`config.mk`:
```
export PLATFORM = sky130hd
export DESIGN_NAME = special_register_space_decode
export DESIGN_NICKNAME = d
export VERILOG_FILES = /design/src/special_register_space_pkg.sv /design/src/special_register_addr_decode.sv /design/src/special_register_bit_merge.sv /design/src/special_register_space_decode.sv
export SDC_FILE = /design/constraint.sdc
export NUM_CORES = 1
export LEC_CHECK = 0
export CAP_MARGIN = 10
export CORE_ASPECT_RATIO = 2
export CORE_MARGIN = 3
export CORE_UTILIZATION = 40
export DETAILED_ROUTE_END_ITERATION = 10
export DONT_BUFFER_PORTS = 1
export PLACE_DENSITY = 0.61
export SLEW_MARGIN = 20
export SYNTH_ARGS = -nofsm -noshare
export SYNTH_HDL_FRONTEND = slang
export SYNTH_SLANG_ARGS = --single-unit
export TNS_END_PERCENT = 10
```
`constraint.sdc`:
```
create_clock -name sys_clk_i -period 3.1 [get_ports sys_clk_i]
set_input_delay 0.62 -clock sys_clk_i [delete_from_list [all_inputs] [get_ports sys_clk_i]]
set_output_delay 0.62 -clock sys_clk_i [all_outputs]
set_load 0.03 [all_outputs]
```
`src/special_register_space_pkg.sv`:
```
// Constants for the special register space: window, map, offsets and reset image
package special_register_space_pkg;

  // Window of the special register space in the direct address map
  localparam logic [7:0]   SPACE_BASE      = 8'h80;
  localparam int           SPACE_SIZE      = 128;
  localparam int           OCCUPIED_COUNT  = 106;
  localparam int           BIT_REG_COUNT   = 16;
  localparam int           LOCAL_COUNT     = 20;
  localparam logic [4:0]   LOCAL_COUNT_W5  = 5'h14;

  // Bit i stands for address SPACE_BASE + i; a one marks a reserved location
  localparam logic [127:0] RESERVED_MAP    = 128'h7efe_0000_0000_0000_0000_0003_dc00_0011;
  // Bit i stands for address SPACE_BASE + 8*i; a one marks a bit-addressable register
  localparam logic [15:0]  BIT_ADDR_MAP    = 16'hffff;

  // Register offsets (absolute direct addresses)
  localparam logic [7:0] STACK_POINTER_OFS           = 8'h81;
  localparam logic [7:0] DATA_POINTER_LOW_OFS        = 8'h82;
  localparam logic [7:0] DATA_POINTER_HIGH_OFS       = 8'h83;
  localparam logic [7:0] DUAL_POINTER_CONTROL_OFS    = 8'h85;
  localparam logic [7:0] DUAL_POINTER_MODE_OFS       = 8'h86;
  localparam logic [7:0] POWER_CONTROL_OFS           = 8'h87;
  localparam logic [7:0] TIMER_CONTROL_OFS           = 8'h88;
  localparam logic [7:0] TIMER_MODE_OFS              = 8'h89;
  localparam logic [7:0] TIMER0_COUNT_LOW_OFS        = 8'h8a;
  localparam logic [7:0] TIMER1_COUNT_LOW_OFS        = 8'h8b;
  localparam logic [7:0] TIMER0_COUNT_HIGH_OFS       = 8'h8c;
  localparam logic [7:0] TIMER1_COUNT_HIGH_OFS       = 8'h8d;
  localparam logic [7:0] PORT1_FUNCTION_SELECT_A_OFS = 8'h8e;
  localparam logic [7:0] PORT1_FUNCTION_SELECT_B_OFS = 8'h8f;
  localparam logic [7:0] PORT1_LATCH_OFS             = 8'h90;
  localparam logic [7:0] PORT3_FUNCTION_SELECT_OFS   = 8'h91;
  localparam logic [7:0] PORT4_FUNCTION_SELECT_A_OFS = 8'h92;
  localparam logic [7:0] PORT4_FUNCTION_SELECT_B_OFS = 8'h93;

  // Reset values
  localparam logic [7:0] STACK_POINTER_RST = 8'h07;
  localparam logic [7:0] PORT1_LATCH_RST   = 8'hff;
  localparam logic [7:0] DEFAULT_RST       = 8'h00;
  // Value driven for reads that no local register answers
  localparam logic [7:0] UNMAPPED_READ     = 8'h00;

endpackage

```
`src/special_register_addr_decode.sv`:
```
// Address decoder for direct byte and bit accesses to the special register space
module special_register_addr_decode #(
  parameter logic [127:0] RESERVED   = special_register_space_pkg::RESERVED_MAP,
  parameter logic [15:0]  BIT_MAP    = special_register_space_pkg::BIT_ADDR_MAP,
  parameter int           LOCAL_REGS = special_register_space_pkg::LOCAL_COUNT
) (
  input  wire logic [7:0] direct_addr_i,
  input  wire logic       bit_mode_i,
  input  wire logic       indirect_i,
  output logic            in_space_o,
  output logic            occupied_o,
  output logic            bit_capable_o,
  output logic            local_hit_o,
  output logic [4:0]      local_index_o,
  output logic [2:0]      bit_index_o
);

  logic [7:0] reg_addr;
  logic [6:0] slot;

  // The five-bit bank index cannot reach more than 32 local registers
  if (LOCAL_REGS < 1 || LOCAL_REGS > 32) begin : g_chk_local
    $error("local register count must lie between 1 and 32");
  end

  // Bit addresses 80h and up name bit (addr & 7) of the register at (addr & F8h)
  assign reg_addr    = bit_mode_i ? {direct_addr_i[7:3], 3'b000} : direct_addr_i;
  assign bit_index_o = direct_addr_i[2:0];
  assign slot        = reg_addr[6:0];

  // Only direct accesses at 80h and above land here; indirect ones go to data memory
  assign in_space_o    = reg_addr[7] & ~indirect_i;
  // Reserved holes hold nothing, so writes there drop and reads are undefined
  assign occupied_o    = in_space_o & ~RESERVED[slot];
  // Bit operations reach only the aligned bit-addressable registers
  assign bit_capable_o = occupied_o & (slot[2:0] == 3'b000) & BIT_MAP[slot[6:3]];
  assign local_hit_o   = occupied_o & (int'(slot) < LOCAL_REGS)
                         & (~bit_mode_i | bit_capable_o);
  assign local_index_o = slot[4:0];

endmodule // special_register_addr_decode

```
`src/special_register_bit_merge.sv`:
```
// Read-modify-write merge of one bit into a register byte
module special_register_bit_merge (
  input  wire logic [7:0] old_byte_i,
  input  wire logic [2:0] bit_index_i,
  input  wire logic       bit_value_i,
  output logic [7:0]      new_byte_o,
  output logic            old_bit_o
);

  // One generate lane per bit; only the selected lane takes the new value
  for (genvar b = 0; b < 8; b++) begin : g_lane
    assign new_byte_o[b] = (bit_index_i == 3'(b)) ? bit_value_i : old_byte_i[b];
  end

  assign old_bit_o = old_byte_i[bit_index_i];

endmodule // special_register_bit_merge

```
`src/special_register_space_decode.sv`:
```
// Special register space: access decode and the low register bank (80h-93h)
//
// Summary of operation
// - Only direct accesses 80h-FFh reach these registers.
// - Fourteen registers take bit access (80h and A0h are holes); others byte only.
// - 106 of 128 locations hold registers.
// - Reading reserved locations returns an undefined value.
// - Programmable logic module is not controlled here.
// - Stack pointer resets to 07h.
module special_register_space_decode #(
  parameter logic [127:0] RESERVED = special_register_space_pkg::RESERVED_MAP,
  parameter logic [15:0]  BIT_MAP  = special_register_space_pkg::BIT_ADDR_MAP
) (
  input  wire logic        sys_clk_i,
  input  wire logic        reset_i,
  input  wire logic [7:0]  direct_addr_i,
  input  wire logic        indirect_i,
  input  wire logic        byte_rd_i,
  input  wire logic        byte_wr_i,
  input  wire logic        bit_rd_i,
  input  wire logic        bit_wr_i,
  input  wire logic [7:0]  wdata_i,
  input  wire logic        bit_wdata_i,
  output logic [7:0]       rdata_o,
  output logic             bit_rdata_o,
  output logic             rvalid_o,
  output logic             occupied_o,
  output logic             local_hit_o,
  output logic             bit_capable_o,
  output logic [7:0]       stack_pointer_o,
  output logic [7:0]       data_pointer_low_o,
  output logic [7:0]       data_pointer_high_o,
  output logic [7:0]       dual_pointer_control_o,
  output logic [7:0]       dual_pointer_mode_o,
  output logic [7:0]       power_control_o,
  output logic [7:0]       timer_control_o,
  output logic [7:0]       timer_mode_o,
  output logic [7:0]       timer0_count_low_o,
  output logic [7:0]       timer1_count_low_o,
  output logic [7:0]       timer0_count_high_o,
  output logic [7:0]       timer1_count_high_o,
  output logic [7:0]       port1_function_select_a_o,
  output logic [7:0]       port1_function_select_b_o,
  output logic [7:0]       port1_latch_o,
  output logic [7:0]       port3_function_select_o,
  output logic [7:0]       port4_function_select_a_o,
  output logic [7:0]       port4_function_select_b_o
);

  localparam int NREG = special_register_space_pkg::LOCAL_COUNT;

  // Refuse maps that break the documented occupancy or bit-access counts
  if ($countones(~RESERVED) != special_register_space_pkg::OCCUPIED_COUNT) begin : g_chk_occ
    $error("occupancy map must mark exactly 106 occupied locations");
  end
  if ($countones(BIT_MAP) != special_register_space_pkg::BIT_REG_COUNT) begin : g_chk_bit
    $error("bit map must mark exactly sixteen bit-addressable registers");
  end
  if (RESERVED[0] != 1'b1 || RESERVED[4] != 1'b1) begin : g_chk_holes
    $error("locations 80h and 84h hold no register in the low bank");
  end

  // Complete state of the block
  typedef struct packed {
    logic [NREG-1:0][7:0] regs;
    logic [7:0]           rdata;
    logic                 bit_rdata;
    logic                 rvalid;
  } state_t;

  state_t state;
  state_t next_state;

  logic       occupied;
  logic       bit_capable;
  logic       local_hit;
  logic [4:0] local_index;
  logic [2:0] bit_index;
  logic       bit_mode;
  logic [7:0] cur_byte;
  logic [7:0] merged_byte;
  logic       cur_bit;

  // Index of an absolute offset inside the low bank
  function automatic logic [4:0] slot_of(input logic [7:0] ofs);
    slot_of = ofs[4:0];
  endfunction

  // Reset image: stack pointer 07h, port 1 latch FFh, everything else 00h
  function automatic logic [NREG-1:0][7:0] reset_image();
    logic [NREG-1:0][7:0] img;
    img = '0;
    for (int i = 0; i < NREG; i++) begin
      img[i] = special_register_space_pkg::DEFAULT_RST;
    end
    img[slot_of(special_register_space_pkg::STACK_POINTER_OFS)] =
      special_register_space_pkg::STACK_POINTER_RST;
    img[slot_of(special_register_space_pkg::PORT1_LATCH_OFS)] =
      special_register_space_pkg::PORT1_LATCH_RST;
    reset_image = img;
  endfunction

  assign bit_mode = bit_rd_i | bit_wr_i;

  // Address decode shared by byte and bit paths
  special_register_addr_decode #(
    .RESERVED   (RESERVED),
    .BIT_MAP    (BIT_MAP),
    .LOCAL_REGS (NREG)
  ) u_decode (
    .direct_addr_i (direct_addr_i),
    .bit_mode_i    (bit_mode),
    .indirect_i    (indirect_i),
    .in_space_o    (),
    .occupied_o    (occupied),
    .bit_capable_o (bit_capable),
    .local_hit_o   (local_hit),
    .local_index_o (local_index),
    .bit_index_o   (bit_index)
  );

  // Current byte of the addressed register; zero when nothing local is hit
  assign cur_byte = local_hit ? state.regs[local_index]
                              : special_register_space_pkg::UNMAPPED_READ;

  // Bit write path works on the addressed byte
  special_register_bit_merge u_merge (
    .old_byte_i  (cur_byte),
    .bit_index_i (bit_index),
    .bit_value_i (bit_wdata_i),
    .new_byte_o  (merged_byte),
    .old_bit_o   (cur_bit)
  );

  // Next state: writes land in the bank, reads are captured for the next cycle
  always_comb begin
    next_state        = state;
    next_state.rvalid = byte_rd_i | bit_rd_i;
    // Byte write; reserved and unimplemented locations drop the write silently
    if (byte_wr_i && local_hit) begin
      next_state.regs[local_index] = wdata_i;
    end
    // Bit write; only the aligned local registers 88h and 90h accept it
    if (bit_wr_i && local_hit && bit_capable) begin
      next_state.regs[local_index] = merged_byte;
    end
    // Reserved reads give UNMAPPED_READ (00h); the core must not rely on it
    if (byte_rd_i) begin
      next_state.rdata = local_hit ? cur_byte
                                   : special_register_space_pkg::UNMAPPED_READ;
    end
    if (bit_rd_i) begin
      next_state.bit_rdata = local_hit & bit_capable & cur_bit;
    end
    if (reset_i) begin
      next_state.regs      = reset_image();
      next_state.rdata     = special_register_space_pkg::DEFAULT_RST;
      next_state.bit_rdata = 1'b0;
      next_state.rvalid    = 1'b0;
    end
  end

  // Single state register
  always_ff @(posedge sys_clk_i) begin
    state <= next_state;
  end

  // Decode status toward the core; other blocks own occupied registers above 93h
  assign occupied_o    = occupied;
  assign local_hit_o   = local_hit;
  assign bit_capable_o = bit_capable;
  assign rdata_o       = state.rdata;
  assign bit_rdata_o   = state.bit_rdata;
  assign rvalid_o      = state.rvalid;

  // Register fields toward the core and peripherals; no path leads to the
  // programmable logic module, which keeps its own control set
  assign stack_pointer_o = state.regs[slot_of(special_register_space_pkg::STACK_POINTER_OFS)];
  assign data_pointer_low_o =
    state.regs[slot_of(special_register_space_pkg::DATA_POINTER_LOW_OFS)];
  assign data_pointer_high_o =
    state.regs[slot_of(special_register_space_pkg::DATA_POINTER_HIGH_OFS)];
  assign dual_pointer_control_o =
    state.regs[slot_of(special_register_space_pkg::DUAL_POINTER_CONTROL_OFS)];
  assign dual_pointer_mode_o =
    state.regs[slot_of(special_register_space_pkg::DUAL_POINTER_MODE_OFS)];
  assign power_control_o = state.regs[slot_of(special_register_space_pkg::POWER_CONTROL_OFS)];
  assign timer_control_o = state.regs[slot_of(special_register_space_pkg::TIMER_CONTROL_OFS)];
  assign timer_mode_o    = state.regs[slot_of(special_register_space_pkg::TIMER_MODE_OFS)];
  assign timer0_count_low_o =
    state.regs[slot_of(special_register_space_pkg::TIMER0_COUNT_LOW_OFS)];
  assign timer1_count_low_o =
    state.regs[slot_of(special_register_space_pkg::TIMER1_COUNT_LOW_OFS)];
  assign timer0_count_high_o =
    state.regs[slot_of(special_register_space_pkg::TIMER0_COUNT_HIGH_OFS)];
  assign timer1_count_high_o =
    state.regs[slot_of(special_register_space_pkg::TIMER1_COUNT_HIGH_OFS)];
  assign port1_function_select_a_o =
    state.regs[slot_of(special_register_space_pkg::PORT1_FUNCTION_SELECT_A_OFS)];
  assign port1_function_select_b_o =
    state.regs[slot_of(special_register_space_pkg::PORT1_FUNCTION_SELECT_B_OFS)];
  assign port1_latch_o = state.regs[slot_of(special_register_space_pkg::PORT1_LATCH_OFS)];
  assign port3_function_select_o =
    state.regs[slot_of(special_register_space_pkg::PORT3_FUNCTION_SELECT_OFS)];
  assign port4_function_select_a_o =
    state.regs[slot_of(special_register_space_pkg::PORT4_FUNCTION_SELECT_A_OFS)];
  assign port4_function_select_b_o =
    state.regs[slot_of(special_register_space_pkg::PORT4_FUNCTION_SELECT_B_OFS)];

endmodule // special_register_space_decode

```
==> run summary, run 1 <==
Clock sinks - 170
Syn Inst Count - 1170
PnR Total Power - 4.58 mW
Pre-antenna DRT Iters - 7
Endpoints failing hold - 0
Place WS - 0.263 ns
Initial Utilization - 0.411
Commonest non-fill, non-tap cell in the layout - dfxtp_1
Sequential area share after synthesis - 0.354
Remaining DRCs - 0
Routed WL - 37100 um
Leakage power - 3.71 nW
Fill count - 2383
Post-DRT Antenna Nets - 0
Post-CTS setup buffer count - 0
Final HPWL DP - 27500 um
TritonCTS clock tree - done
Largest net degree at the start of global routing - 173
IO Count - 181
Most area-consuming cells after synthesis - dfxtp_1 (35%), buf_4 (13%), mux2i_1 (9.6%)
Total number of yosys warnings - 0
Top_reg_cell synth - dfxtp_1
WP data required - 3.47 ns
Setup ws final - 0.456 ns
Slowest stage delay, CP - 0.76 ns
Fraction of registers with async set/reset - 0
Cell area after synthesis - 9620 um^2
Cts hold-fix bufs - 0
Syn nets - 1194
Initial antenna violation count - 0
Max_slew headroom - 0.475
Synth unique cells - 73
N_diodes - 0
Num rows - 79
Most frequent CP cell - a211oi_1
Clock latency at the later pin of the worst-skew pair - 0.45 ns
Root Driver - clkbuf_16
Maximum vdd drop - 325 uV
Via count - 7846
Post-route clock period utilization - 0.853
Die Y - 225 um
Syn-to-layout area delta - -3.23%
Status - finished, final reports clean
Flops & latches, synth - 170
Final instance area - 9310 um^2
Skew final - 0.00922 ns
Post-Syn Area per Cell - 8.22 um^2
Setup violations, final - 0
Arrival @ worst endpoint - 3.01 ns
Max_cap viols - 0
Overflow after GRT - 0
Clock Path Buffers - 2
Core area - 23400 um^2
Tmin final - 2.64 ns
RSZ-0062 raised after global routing - false
Post-DR wirelength/cell - 28.9 um
CP Class - flop to flop
Vias in the first global route - 7406
Die ar. - 26100 um^2
CTS resizes - 0
DP Area - 8730 um^2
CP max stage cell - dfxtp_1
Minimum hold slack - 0.234 ns
PwrDens - 492 nW/um^2
Crit path capture type - flop
Gr usage total - 0.282
Layout cell share with drive strength beyond 1 - 0.118
Slew at the pin with the worst max-slew slack - 0.766 ns
First-pass GRT wire length - 52400 um
Startpoint Class - flop
Final Max Slew Viols - 0
Hold crit path type - input port to flop
Port Buffer Count - 0
Area share of the largest cell type after synthesis - 0.354
Total CTS buffers - 17
Via density per instance - 6.11
Crit-path max FO - 3
Fmax - 378 MHz
Fin nets - 1013
EDFF count, synth - 0
RD Place Congestion - 1.05
Die X-Extent - 116 um
Most frequent cells in the layout - dfxtp_1 (170), nor2_1 (142), nand2_1 (111)
Setup TNS - 0 ns
Dominant cell type by area after synthesis - dfxtp_1
Worst-path cell chain - o22ai_1, a2111oi_0, a211oi_1, buf_4, nor3_2, mux2i_1, a211oi_1
CTS H-tree depth - 4
Initial detailed-routing violation count - 768
Worst-path clk slew - 0.07 ns
## layout make-up
type / count / area (um^2) / share of cell area
well taps: 283 / 354 / 0.0380
repair buffers: 44 / 343 / 0.0368
inverters: 6 / 22.5 / 0.00242
clock inverters: 9 / 87.6 / 0.00941
clock buffers: 23 / 488 / 0.0524
multi-input cells: 750 / 4610 / 0.495
flip-flops and latches: 170 / 3400 / 0.366
## through the flow
step,std cells,util
global placement,1253,0.373
finish,1285,0.397
CTS,1285,0.397
floorplan,1170,-
global route,1285,0.397
detailed placement,1253,0.373
## synthesized netlist by cell type (all sizes together), types with 2 or more instances
master,number
a2111o,2
a2111oi,4
a211o,4
a211oi,14
a21o,6
a21oi,90
a221oi,2
a22oi,2
a2bb2oi,3
a31oi,10
and2,4
and3,3
and4,2
buf,192
clkbuf,52
dfxtp,170
inv,6
mux2,17
mux2i,92
mux4,2
nand2,112
nand2b,11
nand3,68
nand3b,4
nand4,5
nor2,143
nor2b,29
nor3,13
nor3b,3
nor4b,8
o2111ai,6
o211ai,4
o21a,2
o21ai,24
o221ai,9
o22ai,23
or2,5
or3,3
or3b,3
or4b,2
## registers in the layout, indices dropped and copies added (netlist names)
signal	flops
power_control_o	8
rvalid_o	1
timer0_count_low_o	8
port4_function_select_b_o	8
port1_function_select_a_o	8
dual_pointer_control_o	8
port3_function_select_o	8
port1_function_select_b_o	8
port1_latch_o	8
timer_control_o	8
rdata_o	8
timer_mode_o	8
bit_rdata_o	1
stack_pointer_o	8
timer0_count_high_o	8
port4_function_select_a_o	8
timer1_count_low_o	8
dual_pointer_mode_o	8
timer1_count_high_o	8
state	16
data_pointer_high_o	8
data_pointer_low_o	8
## power by group
part	switching [mW]	internal [mW]
Clock	0.914	1.19
Sequential	0.0101	2.19
Combinational	0.165	0.107
## final timing paths
path                                     from                                 to  cells past startpoint  slack, ns
max reg2reg  data_pointer_low_o[5]$_SDFF_PP0_      timer_control_o[5]$_SDFF_PP0_                      7       0.46
max          data_pointer_low_o[5]$_SDFF_PP0_      timer_control_o[5]$_SDFF_PP0_                      7       0.46
min reg2reg              state[44]$_SDFF_PP0_               state[44]$_SDFF_PP0_                      1       0.47
min                                   reset_i  timer1_count_high_o[1]$_SDFF_PP0_                      1       0.23
## critical path: cells and delay by family (launching register included)
family / cells / cell delay [ns]
multiplexers: 1 / 0.22
AO/OA/AOI/OAI: 4 / 1.07
flip-flops: 1 / 0.76
buffers and inverters: 1 / 0.18
AND/OR/NAND/NOR: 1 / 0.33
## metal layers
layer,up-vias,GRT usage,wire [um],part of all wire
met5,-,0,0,0
met4,0,0.237,3610,0.097
met3,146,0.0884,3050,0.082
met2,408,0.482,18900,0.51
met1,3739,0.266,11600,0.31
li1,3553,-,-,-
## kinds of logic after synthesis
kind of cell | count (synthesis) | share of synthesized area
buffers and inverters | 250 | 0.167
DFF | 170 | 0.354
AOI/OAI and AO/OA | 215 | 0.142
muxes | 111 | 0.123
and+or+nand+nor | 424 | 0.213
Power figures use the tool's default switching activity.
==> run 2: changes to the inputs <==
==> constraint.sdc (replaced) <==
create_clock -name sys_clk_i -period 3.17 [get_ports sys_clk_i]
set_input_delay 0.1585 -clock sys_clk_i [delete_from_list [all_inputs] [get_ports sys_clk_i]]
set_output_delay 0.1585 -clock sys_clk_i [all_outputs]
set_load 0.03 [all_outputs]
==> run summary, run 2 (same netlist as run 1, synthesis figures left out) <==
Worst reg2reg path depth - 7 (unchanged)
Clock Path Buffers - 2 (unchanged)
Layout cell share with drive strength beyond 1 - 0.100 (-0.0174)
CTS H-tree depth - 4 (unchanged)
Crit path capture type - flop
Reg2reg start - dual_pointer_control_o[5]$_SDFF_PP0_
Final Max Slew Viols - 0 (unchanged)
Logic gate share of total power - 0.076 (+0.017)
CP max stage cell - a211oi_1
Worst-path cell chain - or3_1, mux4_2, a211oi_1, nor3_2, mux2i_1, nand2_1, a21o_1
Worst R2R Setup Slack - 0.38 ns (-0.07 ns)
Final HPWL DP - 27200 um (-1.0%)
N_diodes - 0 (unchanged)
CP startpoint - dual_pointer_control_o[5]$_SDFF_PP0_
Endpoints failing hold - 0 (unchanged)
Worst-path clk slew - 0.07 ns (about the same)
Commonest non-fill, non-tap cell in the layout - dfxtp_1
Slowest stage delay, CP - 0.60 ns (-0.16 ns)
Maximum vdd drop - 324 uV (-0.28%)
Area occupied by multi-input gates - 4610 um^2 (about the same)
First-pass GRT wire length - 53600 um (+2.2%)
Post-DRT Antenna Nets - 0 (unchanged)
Initial antenna violation count - 0 (unchanged)
Sequential cell area - 3400 um^2 (unchanged)
Net Sw Frac - 0.258 (+0.0202)
Hold Path Stages - 2 (+1)
Crit-path max FO - 3 (unchanged)
Overflow after GRT - 0 (unchanged)
Max reg flops - 16 (unchanged)
CP Class - flop to flop
Port Buffer Count - 0 (unchanged)
Hold crit path type - input port to flop
Internal power - 3.40 mW (-2.6%)
Status - finished, final reports clean
Slew at the pin with the worst max-slew slack - 1.19 ns (+0.425 ns)
Clock latency at the later pin of the worst-skew pair - 0.44 ns (about the same)
Initial detailed-routing violation count - 821 (+6.9%)
Root Driver - clkbuf_16
Setup ws final - 0.384 ns (-0.0721 ns)
Most frequent cells in the layout - dfxtp_1 (170), nor2_1 (142), nand2_1 (111)
Clock Power Share - 0.455 (-0.006)
Tmin final - 2.79 ns (+0.142 ns)
Core area - 23400 um^2 (unchanged)
Setup TNS - 0 ns (unchanged)
Hold path endpoint - port1_latch_o[3]$_SDFF_PP1_
Via count - 7911 (+0.83%)
Fin util - 0.397 (about the same)
Cts hold-fix bufs - 14 (+14)
Place WS - 0.445 ns (+0.182 ns)
Gr usage total - 0.287 (+0.00550)
WP data required - 3.51 ns (+0.04 ns)
Skew final - 0.00886 ns (-0.000357 ns)
Hold path startpoint - bit_wdata_i
TritonCTS clock tree - done
IO Count - 181 (unchanged)
Arrival @ worst endpoint - 3.12 ns (+0.11 ns)
Syn-to-layout area delta - -3.24% (about the same)
Num rows - 79 (unchanged)
Via density per instance - 6.19 (+1.3%)
Die Y - 225 um (unchanged)
RSZ-0062 raised after global routing - false
Largest net degree at the start of global routing - 170 (-1.7%)
Flop pwr share - 0.469 (-0.011)
Remaining DRCs - 0 (unchanged)
Pre-antenna DRT Iters - 6 (-1)
CTS resizes - 0 (unchanged)
Routed WL - 38000 um (+2.2%)
Post-DR wirelength/cell - 29.7 um (+2.7%)
RD Place Congestion - 0.995 (-5.6%)
Max_cap viols - 0 (unchanged)
Minimum hold slack - 0.0220 ns (-0.212 ns)
Fmax - 359 MHz (-5.1%)
Psw - 1.18 mW (+8.5%)
Die ar. - 26100 um^2 (unchanged)
Largest Register - state
Setup violations, final - 0 (unchanged)
Post-CTS setup buffer count - 0 (unchanged)
Vias in the first global route - 7605 (+2.7%)
PwrDens - 492 nW/um^2 (about the same)
Max_slew headroom - 0.204 (-0.271)
FF-to-FF End - port1_latch_o[5]$_SDFF_PP1_
Fin nets - 1007 (-0.59%)
Clock sinks - 170 (unchanged)
Post-route clock period utilization - 0.879 (+0.0260)
Fill count - 2362 (-0.88%)
Initial Utilization - 0.411 (unchanged)
Total CTS buffers - 17 (unchanged)
Leakage power - 3.68 nW (-0.90%)
Die X-Extent - 116 um (unchanged)
Startpoint Class - flop
[run 2: cell types whose count changed in the layout (fill, tap and decap cells not counted), sizes merged]
| cell | previous run | this run |
|---|---|---|
| clkinv | 5 | 6 |
| dlygate4sd3 | 0 | 13 |
| buf | 44 | 25 |
| clkinvlp | 1 | 3 |
| clkbuf | 23 | 20 |
[run 2: metal layers]
metal	track usage	share of wire	vias to the layer above	wire [um]
li1	-	-	3549	-
met1	0.271	0.31	3823	11800
met2	0.499	0.51	395	19400
met3	0.0884	0.080	144	3040
met4	0.229	0.098	0	3730
met5	0	0	-	0
[run 2: power by group through the flow]
stage,registers [mW],clock network [mW],logic [mW]
global route,2.15,2.18,0.363
CTS,2.15,2.10,0.342
detailed placement,2.20,0,0.248
floorplan,2.19,0,0.266
global placement,2.20,0,0.250
finish,2.15,2.08,0.348
[run 2: area by class of cell]
cell class                 instances  area share
sequential                       170       0.366
clock inverter                    12      0.0124
tap                              283      0.0380
clock buffer                      20      0.0501
inverter                           6     0.00242
multi-input combinational        750       0.495
timing repair buffer              38      0.0363
[run 2: worst max path at each step]
stage	endpoint	cells after the start	slack [ns]
2_1_floorplan	bit_capable_o	8	0.98
3_3_place_gp	timer_control_o[2]$_SDFF_PP0_	9	0.41
3_5_place_dp	port1_latch_o[5]$_SDFF_PP1_	7	0.45
4_1_cts	timer_control_o[2]$_SDFF_PP0_	9	0.42
5_1_grt	timer_control_o[2]$_SDFF_PP0_	9	0.15
6_report	port1_latch_o[5]$_SDFF_PP1_	7	0.38
[run 2: critical path: cells and delay by family (launching register included)]
| kind | cells | cell delay [ns] |
|---|---|---|
| AND/OR/NAND/NOR | 3 | 0.62 |
| flip-flops | 1 | 0.43 |
| AO/OA/AOI/OAI | 2 | 0.77 |
| multiplexers | 2 | 0.85 |
[run 2: stage by stage]
stage,total power [mW],instances,instance area (um^2)
2_1_floorplan,2.46,1170,9620
3_3_place_gp,2.45,1233,8570
3_5_place_dp,2.45,1233,8570
4_1_cts,4.59,1279,9310
5_1_grt,4.69,1279,9310
6_report,4.58,1279,9310
==> run 3: changes to the inputs <==
REMOVE_ABC_BUFFERS = 1   (was not set)
==> run summary, run 3 (same netlist as run 1, synthesis figures left out) <==
Status - finished, final reports clean
Root Driver - clkbuf_16
Post-route clock period utilization - 0.821 (-0.0580)
Clock latency at the later pin of the worst-skew pair - 0.45 ns (about the same)
Cts hold-fix bufs - 16 (+2)
Fill count - 2382 (+0.85%)
Startpoint Class - flop
Post-DR wirelength/cell - 28.6 um (-3.5%)
Overflow after GRT - 0 (unchanged)
RD Place Congestion - 0.919 (-7.6%)
Port Buffer Count - 0 (unchanged)
Place WS - 0.526 ns (+0.0807 ns)
Die Y - 225 um (unchanged)
Post-CTS setup buffer count - 0 (unchanged)
Area occupied by multi-input gates - 4610 um^2 (unchanged)
Final HPWL DP - 25200 um (-7.6%)
Max reg flops - 16 (unchanged)
Layout cell share with drive strength beyond 1 - 0.105 (+0.00507)
Net Sw Frac - 0.258 (-0.000332)
Crit path capture type - flop
CTS H-tree depth - 4 (unchanged)
Via density per instance - 6.14 (-0.67%)
Setup violations, final - 0 (unchanged)
Core area - 23400 um^2 (unchanged)
Leakage power - 3.72 nW (+1.2%)
Internal power - 3.41 mW (+0.29%)
Remaining DRCs - 0 (unchanged)
Largest net degree at the start of global routing - 170 (unchanged)
Initial detailed-routing violation count - 703 (-14%)
Num rows - 79 (unchanged)
Initial Utilization - 0.411 (unchanged)
Worst-path cell chain - nor4b_1, o21bai_1, a2111oi_0, buf_4, a211oi_1, nand4_1, a2bb2oi_1, a41oi_1, a211o_1
Routed WL - 37000 um (-2.5%)
Total CTS buffers - 17 (unchanged)
Largest Register - state
CTS resizes - 0 (unchanged)
Sequential cell area - 3400 um^2 (unchanged)
Fin nets - 1016 (+0.89%)
Most frequent cells in the layout - dfxtp_1 (170), nor2_1 (142), nand2_1 (111)
Max_slew headroom - 0.266 (+0.0625)
Clock sinks - 170 (unchanged)
Crit-path max FO - 3 (unchanged)
Worst-path clk slew - 0.07 ns (about the same)
First-pass GRT wire length - 52800 um (-1.5%)
Slowest stage delay, CP - 0.46 ns (-0.14 ns)
Slew at the pin with the worst max-slew slack - 1.10 ns (-0.0934 ns)
Pre-antenna DRT Iters - 5 (-1)
Arrival @ worst endpoint - 2.93 ns (-0.19 ns)
PnR Total Power - 4.59 mW (+0.24%)
Fmax - 384 MHz (+7.1%)
Placed cells - 1240 (+0.57%)
Final std cells w/o fill - 1292 (+1.0%)
Die ar. - 26100 um^2 (unchanged)
CP startpoint - dual_pointer_control_o[2]$_SDFF_PP0_
Setup ws final - 0.568 ns (+0.184 ns)
Psw - 1.18 mW (+0.12%)
Maximum vdd drop - 342 uV (+5.7%)
DP Area - 8620 um^2 (+0.61%)
Die X-Extent - 116 um (unchanged)
Tmin final - 2.60 ns (-0.184 ns)
PwrDens - 489 nW/um^2 (-0.62%)
Logic gate share of total power - 0.077 (about the same)
Post-DRT Antenna Nets - 0 (unchanged)
Initial antenna violation count - 1 (+1)
Gr usage total - 0.279 (-0.00778)
CP max stage cell - a2111oi_0
Flop pwr share - 0.468 (about the same)
Endpoints failing hold - 0 (unchanged)
Vias in the first global route - 7564 (-0.54%)
IO Count - 181 (unchanged)
Final instance area - 9390 um^2 (+0.87%)
WP data required - 3.50 ns (about the same)
Max_cap viols - 0 (unchanged)
Clock Path Buffers - 2 (unchanged)
Hold path startpoint - direct_addr_i[2]
Reg2reg start - dual_pointer_control_o[2]$_SDFF_PP0_
TritonCTS clock tree - done
Fin util - 0.401 (+0.00347)
Final Max Slew Viols - 0 (unchanged)
Via count - 7938 (+0.34%)
Syn-to-layout area delta - -2.39%
CP Class - flop to flop
Hold crit path type - input port to flop
Skew final - 0.0106 ns (+0.00175 ns)
Clock Power Share - 0.455 (about the same)
RSZ-0062 raised after global routing - false
Commonest non-fill, non-tap cell in the layout - dfxtp_1
-- run 3: changes by cell type in the layout (fill, tap and decap cells not counted), sizes merged --
| cell | before | now |
|---|---|---|
| buf | 25 | 32 |
| diode | 0 | 4 |
| clkinv | 6 | 4 |
| dlygate4sd3 | 13 | 15 |
| inv | 8 | 10 |
| clkbuf | 20 | 21 |
| clkinvlp | 3 | 2 |
-- run 3: routing by layer --
layer / part of all wire / track usage
met4: 0.067 / 0.183
met2: 0.51 / 0.484
met5: 0 / 0
met1: 0.34 / 0.283
met3: 0.081 / 0.0863
-- run 3: worst max-delay path: cells and delay by family, from the launching register on --
family                 cells  cell delay, ns
AO/OA/AOI/OAI              6            1.33
flip-flops                 1            0.44
AND/OR/NAND/NOR            2            0.51
buffers and inverters      1            0.20
-- run 3: final timing paths --
path,end,slack [ns],depth (start not counted)
setup / recovery,bit_rdata_o$_SDFFE_PP0P_,0.57,9
hold / removal,bit_rdata_o$_SDFFE_PP0P_,0.06,3
setup reg to reg,bit_rdata_o$_SDFFE_PP0P_,0.57,9
hold reg to reg,state[43]$_SDFF_PP0_,0.46,1
-- run 3: final cells by class --
cell class                 instances  share of cell area
multi-input combinational        750               0.491
sequential                       170               0.362
clock buffer                      21              0.0501
timing repair buffer              47              0.0437
tap                              283              0.0377
clock inverter                    11              0.0117
inverter                           6             0.00240
antenna                            4             0.00107
-- run 3: stage by stage --
| step | hold WS, ns | setup TNS (ns) |
|---|---|---|
| after floorplan | 0.228 | -0.00605 |
| after CTS | 0.0386 | 0 |
| after detailed placement | 0.253 | 0 |
| after global placement | 0.246 | 0 |
| after global routing | 0.0654 | 0 |
| final | 0.0632 | 0 |
-- run 3: power by group through the flow --
| stage | logic, mW | clock network, mW | registers (mW) |
|---|---|---|---|
| 2_1_floorplan | 0.157 | 0 | 2.20 |
| 3_3_place_gp | 0.252 | 0 | 2.20 |
| 3_5_place_dp | 0.252 | 0 | 2.20 |
| 4_1_cts | 0.346 | 2.10 | 2.15 |
| 5_1_grt | 0.365 | 2.17 | 2.15 |
| 6_report | 0.352 | 2.09 | 2.15 |
